===== config.mk =====
export PLATFORM = sky130hd
export DESIGN_NAME = utr_core
export DESIGN_NICKNAME = d
export VERILOG_FILES = /design/src/design/utr_pkg.sv /design/src/design/utr_core.sv
export SDC_FILE = /design/constraint.sdc
export NUM_CORES = 1
export LEC_CHECK = 0
export ABC_AREA = 1
export CORE_AREA = 2 2 165 183
export DETAILED_ROUTE_END_ITERATION = 10
export DIE_AREA = 0 0 167 185
export DONT_BUFFER_PORTS = 1
export PLACE_DENSITY = 0.53
export SYNTH_ARGS = -nofsm -noshare
export SYNTH_HDL_FRONTEND = slang
export SYNTH_SLANG_ARGS = --single-unit

===== constraint.sdc =====
create_clock -name hclk -period 4.5 [get_ports hclk]
set_input_delay 0.225 -clock hclk [delete_from_list [all_inputs] [get_ports hclk]]
set_output_delay 0.225 -clock hclk [all_outputs]
set_load 0.01 [all_outputs]

===== src/design/utr_pkg.sv =====
/*
 * Shared constants for the asynchronous serial core: register byte offsets,
 * field positions, reset values, oversampling points and state encodings.
 * Assumes a 32-bit AHB-Lite register bus with one aligned word per register.
 */
package utr_pkg;
    // Register byte offsets
    localparam logic [7:0] OFF_CTRL1 = 8'h00;
    localparam logic [7:0] OFF_CTRL2 = 8'h04;
    localparam logic [7:0] OFF_DIV = 8'h08;
    localparam logic [7:0] OFF_DATA = 8'h0C;
    localparam logic [7:0] OFF_STAT = 8'h10;
    // serial_control_one fields
    localparam int C1_GEN = 7;
    localparam int C1_WLEN = 6;
    localparam int C1_PEN = 5;
    localparam int C1_PODD = 4;
    localparam int C1_STOP2 = 3;
    localparam int C1_BRK = 2;
    localparam int C1_RX8 = 1;
    localparam int C1_TX8 = 0;
    // serial_control_two fields
    localparam int C2_TXEN = 7;
    localparam int C2_RXEN = 6;
    localparam int C2_HSB = 5;
    localparam int C2_ADDR = 4;
    localparam int C2_TEIE = 0;
    // Reset values
    localparam logic [7:0] CTRL1_RST = 8'h00;
    localparam logic [7:0] CTRL2_RST = 8'h00;
    localparam logic [7:0] DIV_RST = 8'h00;
    // Oversampling: last sub-slot of a bit and the three majority sample points
    localparam logic [3:0] SUB_LAST = 4'hF;
    localparam logic [3:0] SMP_A = 4'h7;
    localparam logic [3:0] SMP_B = 4'h8;
    localparam logic [3:0] SMP_C = 4'h9;
    // Last data-bit index for 8- and 9-bit words
    localparam logic [3:0] LAST8 = 4'h7;
    localparam logic [3:0] LAST9 = 4'h8;
    // Zero bits in one break character
    localparam int BREAK_BITS = 13;
    // Transmit and receive state encodings, one-hot
    typedef enum logic [4:0] {
        TX_IDLE = 5'h01,
        TX_START = 5'h02,
        TX_DATA = 5'h04,
        TX_BREAK = 5'h08,
        TX_STOP = 5'h10
    } utr_tx_t;
    typedef enum logic [3:0] {
        RX_IDLE = 4'h1,
        RX_START = 4'h2,
        RX_DATA = 4'h4,
        RX_STOP = 4'h8
    } utr_rx_t;
endpackage


===== src/design/utr_core.sv =====
/*
 * Asynchronous serial transmitter/receiver with an AHB-Lite register slave.
 * Assumes synchronous pin inputs, one 250 MHz clock and an external pad that
 * combines tx_out/tx_oe; the rx line is sampled directly on hclk.
 */
// What this block does
// - Enabled async mode drives TX, listens RX, idles high
// - Global disable releases pins, empties receive buffer
// - Disable clears enables and errors, sets idle flags
// - Disable keeps divisor and other control bits except break
// - Disable mid-transfer aborts everything at once
// - Word 8/9 bits, parity on/odd/even, stop count
// - Two stop bits transmit only; receiver checks one
// - Nine-bit transmit MSB comes from transmit_bit_eight, or is parity when parity is on
// - Shifter reloads only after previous stop bit
// - Start needs enable, data, shift clock; either order
// - Transmit enable cleared aborts and resets transmitter
// - Words shift out least significant bit first
// - Data writes ignored while transmit-empty is zero
// - Transmit-empty flags free holding register, gated interrupt
// - Idle write loads shifter; busy write is held
// - Transmit-idle set after stop or break frame
// - Break held beyond divisor+1 cycles sends break
// - Breaks repeat, no interrupt, then stop bits
// - Nine-bit receive MSB lands in receive_bit_eight
// - Recovery at 16x, word stored after stop
// - Each bit is majority of three samples
// - Baud is clock over 64(N+1) or 16(N+1)
// - Receive buffer holds two words
// - Zero at stop position sets framing error, unless the buffer is full
`timescale 1ns/10ps
module utr_core import utr_pkg::*; #(
    parameter int BRK_BITS = BREAK_BITS
) (
    // Clock and reset
    input wire logic hclk,
    input wire logic hresetn,
    // AHB-Lite slave
    input wire logic hsel,
    input wire logic [31:0] haddr,
    input wire logic [1:0] htrans,
    input wire logic hwrite,
    input wire logic [2:0] hsize,
    input wire logic [31:0] hwdata,
    input wire logic hready,
    output logic [31:0] hrdata,
    output logic hreadyout,
    output logic hresp,
    // Serial pins and mode strap
    input wire logic async_mode_select,
    input wire logic rx_in,
    output logic tx_out,
    output logic tx_oe,
    output logic rx_ie,
    // Transmit-empty interrupt request
    output logic tx_irq
);
    // Break length must fit the 4-bit bit counter
    if (BRK_BITS < 13 || BRK_BITS > 16) begin : g_brk_check
        $error("BRK_BITS out of range");
    end
    localparam logic [3:0] BRK_LAST = 4'(BRK_BITS - 1);

    // Complete block state, registered as one word
    typedef struct packed {
        logic [7:0] ctl1;
        logic [7:0] ctl2;
        logic [7:0] div;
        logic dp_valid;
        logic dp_write;
        logic [7:0] dp_addr;
        logic [31:0] rdata;
        logic stat_arm;
        logic txe;
        logic tidle;
        utr_tx_t tx_st;
        logic [8:0] tx_sh;
        logic [3:0] tx_bits;
        logic [3:0] tx_sub;
        logic tx_pend;
        logic tx_isbrk;
        logic [8:0] hold;
        logic hold_full;
        logic tx_line;
        logic [8:0] brk_cnt;
        logic brk_arm;
        logic [9:0] pre;
        utr_rx_t rx_st;
        logic [8:0] rx_sh;
        logic [3:0] rx_bits;
        logic [3:0] rx_sub;
        logic rx_prev;
        logic [1:0] smp;
        logic rx_nz;
        logic [1:0][8:0] fifo;
        logic [1:0] fcnt;
        logic ovr;
        logic fe;
        logic pe;
        logic nf;
    } utr_state_t;

    localparam utr_state_t ST_RST = '{ctl1: CTRL1_RST, ctl2: CTRL2_RST, div: DIV_RST, txe: 1'h1,
        tidle: 1'h1, tx_st: TX_IDLE, tx_line: 1'h1, rx_st: RX_IDLE, rx_prev: 1'h1, default: '0};

    utr_state_t s;
    utr_state_t n;

    // Word offset match; byte lanes and size are ignored, whole words only
    function automatic logic is_at(input logic [7:0] a, input logic [7:0] off);
        return a == off;
    endfunction

    // Builds the transmitted word: 9th bit and parity placed in the MSB slot
    function automatic logic [8:0] frame_word(input logic [8:0] w, input logic wl, input logic pen,
                                              input logic podd);
        logic [8:0] r;
        r = w;
        if (!wl) begin
            r[8] = 1'h0;
        end
        if (pen && wl) begin
            r[8] = (^w[7:0]) ^ podd;
        end else if (pen) begin
            r[7] = (^w[6:0]) ^ podd;
        end
        return r;
    endfunction

    // Decoded enables and shared timing strobes
    logic gen;
    logic tx_en;
    logic rx_act;
    logic [3:0] last_bit;
    logic [9:0] pre_lim;
    logic tick16;
    logic btick;
    logic ap_take;
    logic dp_wr_data;
    logic maj;
    logic noisy;
    logic [8:0] rx_word;
    logic rx_perr;

    assign gen = s.ctl1[C1_GEN];
    assign tx_en = gen & s.ctl2[C2_TXEN] & async_mode_select;
    assign rx_act = gen & s.ctl2[C2_RXEN] & async_mode_select;
    assign last_bit = s.ctl1[C1_WLEN] ? LAST9 : LAST8;
    // Low speed divides by four more, giving 64(N+1) per bit
    assign pre_lim = s.ctl2[C2_HSB] ? {2'h0, s.div} : {s.div, 2'h3};
    assign tick16 = gen & (s.pre == 10'h000);
    assign btick = tick16 & (s.tx_sub == SUB_LAST);
    assign ap_take = hsel & hready & htrans[1];
    assign dp_wr_data = s.dp_valid & s.dp_write & is_at(s.dp_addr, OFF_DATA);
    // Majority of samples A, B and the live C sample
    assign maj = (s.smp[1] & s.smp[0]) | (s.smp[1] & rx_in) | (s.smp[0] & rx_in);
    assign noisy = !((s.smp[1] == s.smp[0]) && (s.smp[0] == rx_in));
    // An 8-bit word arrives in the top eight bits of the shifter
    assign rx_word = s.ctl1[C1_WLEN] ? s.rx_sh : {1'h0, s.rx_sh[8:1]};
    assign rx_perr = s.ctl1[C1_PEN] & ((^rx_word) != s.ctl1[C1_PODD]);

    // Next-state logic for bus, transmitter and receiver
    always_comb begin
        n = s;
        // Baud prescaler produces the 16x tick
        n.pre = (tick16 || !gen) ? pre_lim : s.pre - 10'h001;
        if (tick16) begin
            n.tx_sub = s.tx_sub + 4'h1;
        end
        n.rx_prev = rx_in;
        // Address phase: capture for writes, answer reads now so hrdata is a flop
        n.dp_valid = ap_take;
        n.dp_write = hwrite;
        n.dp_addr = haddr[7:0];
        if (ap_take && !hwrite) begin
            n.rdata = 32'h0000_0000;
            if (is_at(haddr[7:0], OFF_CTRL1)) begin
                n.rdata[7:0] = {s.ctl1[7:2], s.fifo[0][8], s.ctl1[C1_TX8]};
            end else if (is_at(haddr[7:0], OFF_CTRL2)) begin
                n.rdata[7:0] = s.ctl2;
            end else if (is_at(haddr[7:0], OFF_DIV)) begin
                n.rdata[7:0] = s.div;
            end else if (is_at(haddr[7:0], OFF_STAT)) begin
                n.rdata[7:0] = {s.pe, s.nf, s.fe, s.ovr, s.rx_st == RX_IDLE, s.fcnt != 2'h0, s.tidle, s.txe};
                n.stat_arm = 1'h1;
            end else if (is_at(haddr[7:0], OFF_DATA)) begin
                n.rdata[7:0] = s.fifo[0][7:0];
                if (s.fcnt != 2'h0) begin
                    n.fifo[0] = s.fifo[1];
                    n.fcnt = s.fcnt - 2'h1;
                end
                // Status read then data read clears the receive error flags
                if (s.stat_arm) begin
                    n.ovr = 1'h0;
                    n.fe = 1'h0;
                    n.pe = 1'h0;
                    n.nf = 1'h0;
                    n.stat_arm = 1'h0;
                end
            end
        end
        // Data phase writes
        if (s.dp_valid && s.dp_write) begin
            if (is_at(s.dp_addr, OFF_CTRL1)) begin
                n.ctl1 = {hwdata[7:2], 1'h0, hwdata[0]};
            end else if (is_at(s.dp_addr, OFF_CTRL2)) begin
                n.ctl2 = hwdata[7:0];
            end else if (is_at(s.dp_addr, OFF_DIV)) begin
                n.div = hwdata[7:0];
            end
        end
        // Data write is dropped while the holding register is still full
        if (dp_wr_data && s.txe) begin
            if (s.stat_arm) begin
                n.tidle = 1'h0;
                n.stat_arm = 1'h0;
            end
            if (tx_en && s.tx_st == TX_IDLE && !s.tx_pend && !s.hold_full) begin
                // Straight into the shifter; holding register stays free
                n.tx_sh = frame_word({s.ctl1[C1_TX8], hwdata[7:0]}, s.ctl1[C1_WLEN], s.ctl1[C1_PEN],
                                     s.ctl1[C1_PODD]);
                n.tx_pend = 1'h1;
            end else begin
                n.hold = frame_word({s.ctl1[C1_TX8], hwdata[7:0]}, s.ctl1[C1_WLEN], s.ctl1[C1_PEN],
                                    s.ctl1[C1_PODD]);
                n.hold_full = 1'h1;
                n.txe = 1'h0;
            end
        end
        // Break request must be held past divisor+1 cycles while idle
        if (gen && s.ctl1[C1_BRK] && s.tidle) begin
            if (s.brk_cnt > {1'h0, s.div}) begin
                n.brk_arm = 1'h1;
            end else begin
                n.brk_cnt = s.brk_cnt + 9'h001;
            end
        end else if (!s.ctl1[C1_BRK]) begin
            n.brk_cnt = 9'h000;
            n.brk_arm = 1'h0;
        end
        // Transmit sequencer, one step per bit time
        if (btick) begin
            case (s.tx_st)
                TX_START: begin
                    n.tx_bits = 4'h0;
                    n.tx_st = s.tx_isbrk ? TX_BREAK : TX_DATA;
                end
                TX_DATA: begin
                    n.tx_sh = {1'h0, s.tx_sh[8:1]};
                    n.tx_bits = s.tx_bits + 4'h1;
                    if (s.tx_bits == last_bit) begin
                        n.tx_bits = 4'h0;
                        n.tx_st = TX_STOP;
                    end
                end
                TX_BREAK: begin
                    n.tx_bits = s.tx_bits + 4'h1;
                    // Another break character follows while the request stays high
                    if (s.tx_bits == BRK_LAST) begin
                        n.tx_bits = 4'h0;
                        if (!s.ctl1[C1_BRK]) begin
                            n.tx_st = TX_STOP;
                        end
                    end
                end
                TX_STOP: begin
                    if (s.tx_bits == {3'h0, s.ctl1[C1_STOP2]}) begin
                        n.tx_st = TX_IDLE;
                        n.tidle = 1'h1;
                        n.tx_isbrk = 1'h0;
                    end else begin
                        n.tx_bits = s.tx_bits + 4'h1;
                    end
                end
                default: begin
                end
            endcase
        end
        // Dropping transmit enable kills the frame in progress, keeps held data
        if (!tx_en && s.tx_st != TX_IDLE) begin
            n.tx_st = TX_IDLE;
            n.tx_isbrk = 1'h0;
            n.tx_bits = 4'h0;
        end
        // Launch a frame from idle at a bit boundary; the stop end joins here too
        if (n.tx_st == TX_IDLE && btick && tx_en) begin
            if (n.brk_arm) begin
                n.tx_isbrk = 1'h1;
                n.brk_arm = 1'h0;
                n.brk_cnt = 9'h000;
                n.tx_st = TX_START;
            end else if (n.tx_pend) begin
                n.tx_pend = 1'h0;
                n.tx_st = TX_START;
            end else if (n.hold_full) begin
                n.tx_sh = n.hold;
                n.hold_full = 1'h0;
                n.txe = 1'h1;
                n.tx_st = TX_START;
            end
        end
        // Receiver: edge-triggered start, three samples mid-bit
        if (!rx_act) begin
            n.rx_st = RX_IDLE;
        end else if (s.rx_st == RX_IDLE) begin
            if (s.rx_prev && !rx_in) begin
                n.rx_st = RX_START;
                n.rx_sub = 4'h0;
                n.rx_bits = 4'h0;
                n.rx_nz = 1'h0;
            end
        end else if (tick16) begin
            n.rx_sub = s.rx_sub + 4'h1;
            if (s.rx_sub == SMP_A || s.rx_sub == SMP_B) begin
                n.smp = {s.smp[0], rx_in};
            end
            if (s.rx_sub == SMP_C) begin
                n.rx_nz = s.rx_nz | noisy;
                case (s.rx_st)
                    RX_START: begin
                        // A start that reads high was a glitch
                        n.rx_st = maj ? RX_IDLE : RX_DATA;
                    end
                    RX_DATA: begin
                        n.rx_sh = {maj, s.rx_sh[8:1]};
                        n.rx_bits = s.rx_bits + 4'h1;
                        if (s.rx_bits == last_bit) begin
                            n.rx_st = RX_STOP;
                        end
                    end
                    RX_STOP: begin
                        // Single stop bit regardless of the transmit stop setting
                        n.rx_st = RX_IDLE;
                        if (n.fcnt == 2'h2) begin
                            n.ovr = 1'h1;
                        end else begin
                            n.fifo[n.fcnt[0]] = rx_word;
                            n.fcnt = n.fcnt + 2'h1;
                            n.fe = n.fe | !maj;
                            n.pe = n.pe | rx_perr;
                            n.nf = n.nf | s.rx_nz | noisy;
                        end
                    end
                    default: begin
                        n.rx_st = RX_IDLE;
                    end
                endcase
            end
        end
        // Global disable: abort all, flush buffer, keep configuration except the enables and break
        if (!n.ctl1[C1_GEN]) begin
            n.ctl2[C2_TXEN] = 1'h0;
            n.ctl2[C2_RXEN] = 1'h0;
            n.ctl1[C1_BRK] = 1'h0;
            n.fcnt = 2'h0;
            n.ovr = 1'h0;
            n.fe = 1'h0;
            n.pe = 1'h0;
            n.nf = 1'h0;
            n.txe = 1'h1;
            n.tidle = 1'h1;
            n.tx_st = TX_IDLE;
            n.rx_st = RX_IDLE;
            n.tx_pend = 1'h0;
            n.hold_full = 1'h0;
            n.tx_isbrk = 1'h0;
            n.brk_arm = 1'h0;
            n.brk_cnt = 9'h000;
        end
        // Line is high except in start, break and zero data bits
        n.tx_line = (n.tx_st == TX_DATA) ? n.tx_sh[0] : !(n.tx_st == TX_START || n.tx_st == TX_BREAK);
    end

    // State register
    always_ff @(posedge hclk or negedge hresetn) begin
        if (!hresetn) begin
            s <= ST_RST;
        end else begin
            s <= n;
        end
    end

    // Outputs; pins are released whenever the unit or direction is off
    assign hrdata = s.rdata;
    assign hreadyout = 1'h1;
    assign hresp = 1'h0;
    assign tx_out = s.tx_line;
    assign tx_oe = tx_en;
    assign rx_ie = rx_act;
    // No interrupt while break characters are going out
    assign tx_irq = gen & s.txe & s.ctl2[C2_TEIE] & !s.tx_isbrk;
endmodule


==> impl.org <==
** Setup path
- Worst r2r src :: s[140]$_DFF_PN0_
- STA classifies the critical path startpoint as an input port.
- Launching instance or port of the critical path :: hready
- Flop-to-flop setup slack :: 1.85 ns
- The critical path is of the in -> reg type.
- Worst setup endpoint :: s[14]$_DFF_PN0_
- Length in cells of the worst reg-to-reg path :: 10
- The worst register-to-register path ends at s[47]$_DFFE_PN0P_.
- STA classifies the critical path endpoint as a flip-flop.
- At the worst endpoint, the required time is approximately 4.9 ns.
- Worst-path fanout max :: 17
- Worst EP arrival :: approximately 3.1 ns

** Routing
- Wire length reported by the detailed router :: about 21 mm
- DRT antenna net count :: 0
- The routed layout has 6707 vias.
- Number of DRC markers in iteration 0 :: 469
- DRC violation count after routing :: 0
- Routed len/inst :: 14.17 um
- Via density per instance :: 4.619
- Before antenna repair, the detailed router went through 5 iterations.

** Synthesis
- Part of the Yosys area used for sequential elements :: 0.4318
- The synthesized design contains 0 enable-type register cells.
- Cell count after synthesis :: around 1100
- Commonest register cell after synthesis :: dfrtp_1
- Yosys warnings :: 0
- Averaged over all synthesized cells, the footprint is a little over 8 sq um.
- Synth cell types :: 58
- The synthesized design contains ~150 register bits.
- Of all flip-flops after synthesis, the portion carrying an async set or reset was 1.000.
- Mapped Area :: about 0.0086 sq mm

** Clock tree
- TritonCTS built the clock tree.
- Library cell used as clock root buffer :: clkbuf_16
- PostCTS Resize Cnt :: 0
- Clock transition at the registers of the reported paths :: roughly 0.060 ns
- The clock passes through at most 2 buffers.
- The clock net in this run drives a total of approximately 150 sinks.
- The H-tree was split into 4 levels.
- Clock latency of the later-clocked register in the worst-skew pair :: roughly 0.43 ns
- Number of buffers added by the clock tree synthesis step :: 17

** Floorplanning
- Chip height :: around 190 um
- Starting utilization of the core area :: 0.2948
- Die area :: between 0.03 and 0.04 sq mm
- In this run the core area contains 66 standard-cell rows.
- Top-level I/O count :: between 100 and 150
- Die Wd :: between 150 and 200 um
- The core region is approximately 0.03 sq mm.

** Timing
- Maximum frequency from static timing analysis :: around 360 MHz
- Actual transition at the worst max-transition pin :: between 0.9 and 1 ns
- Setup-violating endpoint count in the final report :: 0
- Worst-case setup margin in the final layout :: between 1.5 and 2 ns
- Dividing the final minimum period by the clock period gives 0.6144.
- Setup repair after global routing left no endpoint under its margin.
- Hold_ws :: approximately 0.024 ns
- Max-Slew Margin vs Limit :: 0.3318
- Post-layout min period :: around 2.8 ns
- In the final timing run, aggregate negative setup slack is 0 ns.
- Between clock sinks in the finished design, the worst skew comes to roughly 0.012 ns.
- Max Slew Vio Count :: 0
- Hold Vio Cnt, Final :: 0

** Global route
- The initial antenna violation count is 0.
- For met2 alone, demand over resource in global routing was 0.2433.
- Met3 track demand over resource :: 0.02671
- GR Util All Layers :: 0.1401
- Entering global routing, the biggest net connects between 100 and 150 pins.
- In this run the most used layer during global routing was met2.
- Remaining global-route overflow :: 0
- For this run, global-route usage on met1 was measured as 0.1759.
- Via count of the first global-routing pass :: 6550
- The first global-routing pass estimated between 30 and 40 mm of wire.

** Power
- Worst ir drop on vdd :: between 200 and 300 uV
- Leakage power :: about 0.0047 uW
- Power density over cell area :: between 300 and 400 mW/mm^2

** Layout
- Number of nets in the finished design :: ~1200
- Utilization after layout :: 0.3298
- The repair_antennas step left the layout with diodes totalling 0.
- Fraction of layout cells with a size suffix above 1 :: 0.1113
- The finished layout holds about 1500 standard cells, fillers aside.
- The library cell used most frequently in the layout, excluding fill and tap cells, is nand2_1.
- Leading cell types in the layout, fill and taps excluded :: nand2_1, dfrtp_1, inv_1
- The area growth from synthesis to layout is 11.86%.

** Placed design
- Once placement completed, the tool counted placed cells totaling around 1400.
- In this run the tool buffered the top-level ports with 0 buffer cells.
- Timing analysis after detailed placement gives a worst setup slack of approximately 1.8 ns.
- Detail Placement HPWL :: roughly 15 mm
- The congestion estimate from routability-driven global placement came to around 0.81.

** Job
- The tool flagged a number of max-cap violations equal to 0.

** Status
- Result of the run :: completed

** Hold path
- Worst min-delay path category :: in -> reg
-- Yosys cell counts (all sizes together) (3+ instances only) --
master	instances	area, sq um
xnor2	14	122.6
nor3	20	137.6
clkbuf	12	45.04
a221oi	8	70.07
nand2	237	929.6
a21oi	41	216.5
mux2	6	67.56
nor2	106	513.0
xor2	12	105.1
nand3	57	327.8
a31oi	3	18.77
or2	6	37.54
ha	22	275.3
inv	151	566.8
mux2i	10	100.1
nor4	6	43.79
o21ai	96	514.2
and3	3	18.77
dfrtp	142	3553
nand4	14	115.1
dfstp	6	157.7
a211oi	3	22.52
o22ai	5	31.28
o21a	9	67.56
buf	42	327.8
o211ai	11	82.58
nor3b	3	22.52
-- sequential cells by signal, summed over array words and instances, names as in the netlist, named ones only --
register,flops
tx_out,1
s,129
hrdata,8
gen,1
-- how the worst min path moves through the flow --
stage,depth (start not counted),from,slack [ns],to
final,3,rx_in,0.02,s[46]$_DFFE_PN0P_
after global routing,3,rx_in,0.04,s[46]$_DFFE_PN0P_
after CTS,3,rx_in,0.005,s[46]$_DFFE_PN0P_
after detailed placement,0,hresetn,-0.07,s[146]$_DFF_PN0_
after global placement,0,hresetn,-0.07,s[143]$_DFF_PN0_
after floorplan,0,hresetn,-0.07,async pin
-- per-stage QoR --
| stage | area (sq um) | total power [uW] |
|---|---|---|
| finish | 9614 | 3656 |
| global route | 9614 | 3847 |
| CTS | 9614 | 3696 |
| detailed placement | 8795 | 2036 |
| global placement | 8795 | 2024 |
| floorplan | 8685 | 1938 |
-- worst max-delay path, cell delays in order --
cell	delay, ns
dlygate4sd3_1	0.54
and3_1	0.17
nand2_1	0.33
inv_1	0.33
nand4_2	0.20
nor2_2	0.16
nand2_2	0.08
nand2_4	0.11
inv_1	0.08
ha_1	0.21
inv_1	0.09
nand2_4	0.08
nor2_8	0.28
mux2i_1	0.22
-- final cells by class --
type / instances / area [sq um]
Clock inverter: 13 / 219.0
Multi-Input combinational cell: 729 / 4026
Clock buffer: 19 / 442.9
Tap cell: 374 / 467.9
Timing Repair Buffer: 16 / 172.7
Fill cell: 3065 / 19540
Inverter: 153 / 574.3
Sequential cell: 148 / 3711
-- timing repair --
action,4_1_cts,5_1_grt
hold buffers,14,0
buffers inserted,0,0
hold endpoints to repair,160,0
-- where the power goes --
part           switching, uW  total, uW  internal [uW]
sequential               113       1560           1450
combinational            306        491            184
clock                    599       1610           1010
-- routing by layer --
| metal | share of wire | vias up | wire (um) |
|---|---|---|---|
| li1 | - | 3408 | - |
| met1 | 0.46 | 3179 | 9485 |
| met2 | 0.49 | 98 | 10110 |
| met3 | 0.030 | 22 | 625 |
| met4 | 0.017 | 0 | 359 |
| met5 | 0 | - | 0 |
-- cell families (layout without fill, tap and decap cells) --
kind of cell / count (synthesis) / in the layout / synth area share
and+or+nand+nor: 453 / 453 / 0.2505
muxes: 16 / 16 / 0.01951
DFF: 148 / 148 / 0.4318
buffers and inverters: 207 / 201 / 0.1102
other: 2 / 26 / 0.0008738
AOI/OAI and AO/OA: 186 / 186 / 0.1285
adders and majority gates: 22 / 22 / 0.03203
xor gates and xnor gates: 26 / 26 / 0.02650
No activity file was read; power rests on OpenSTA's default activity.
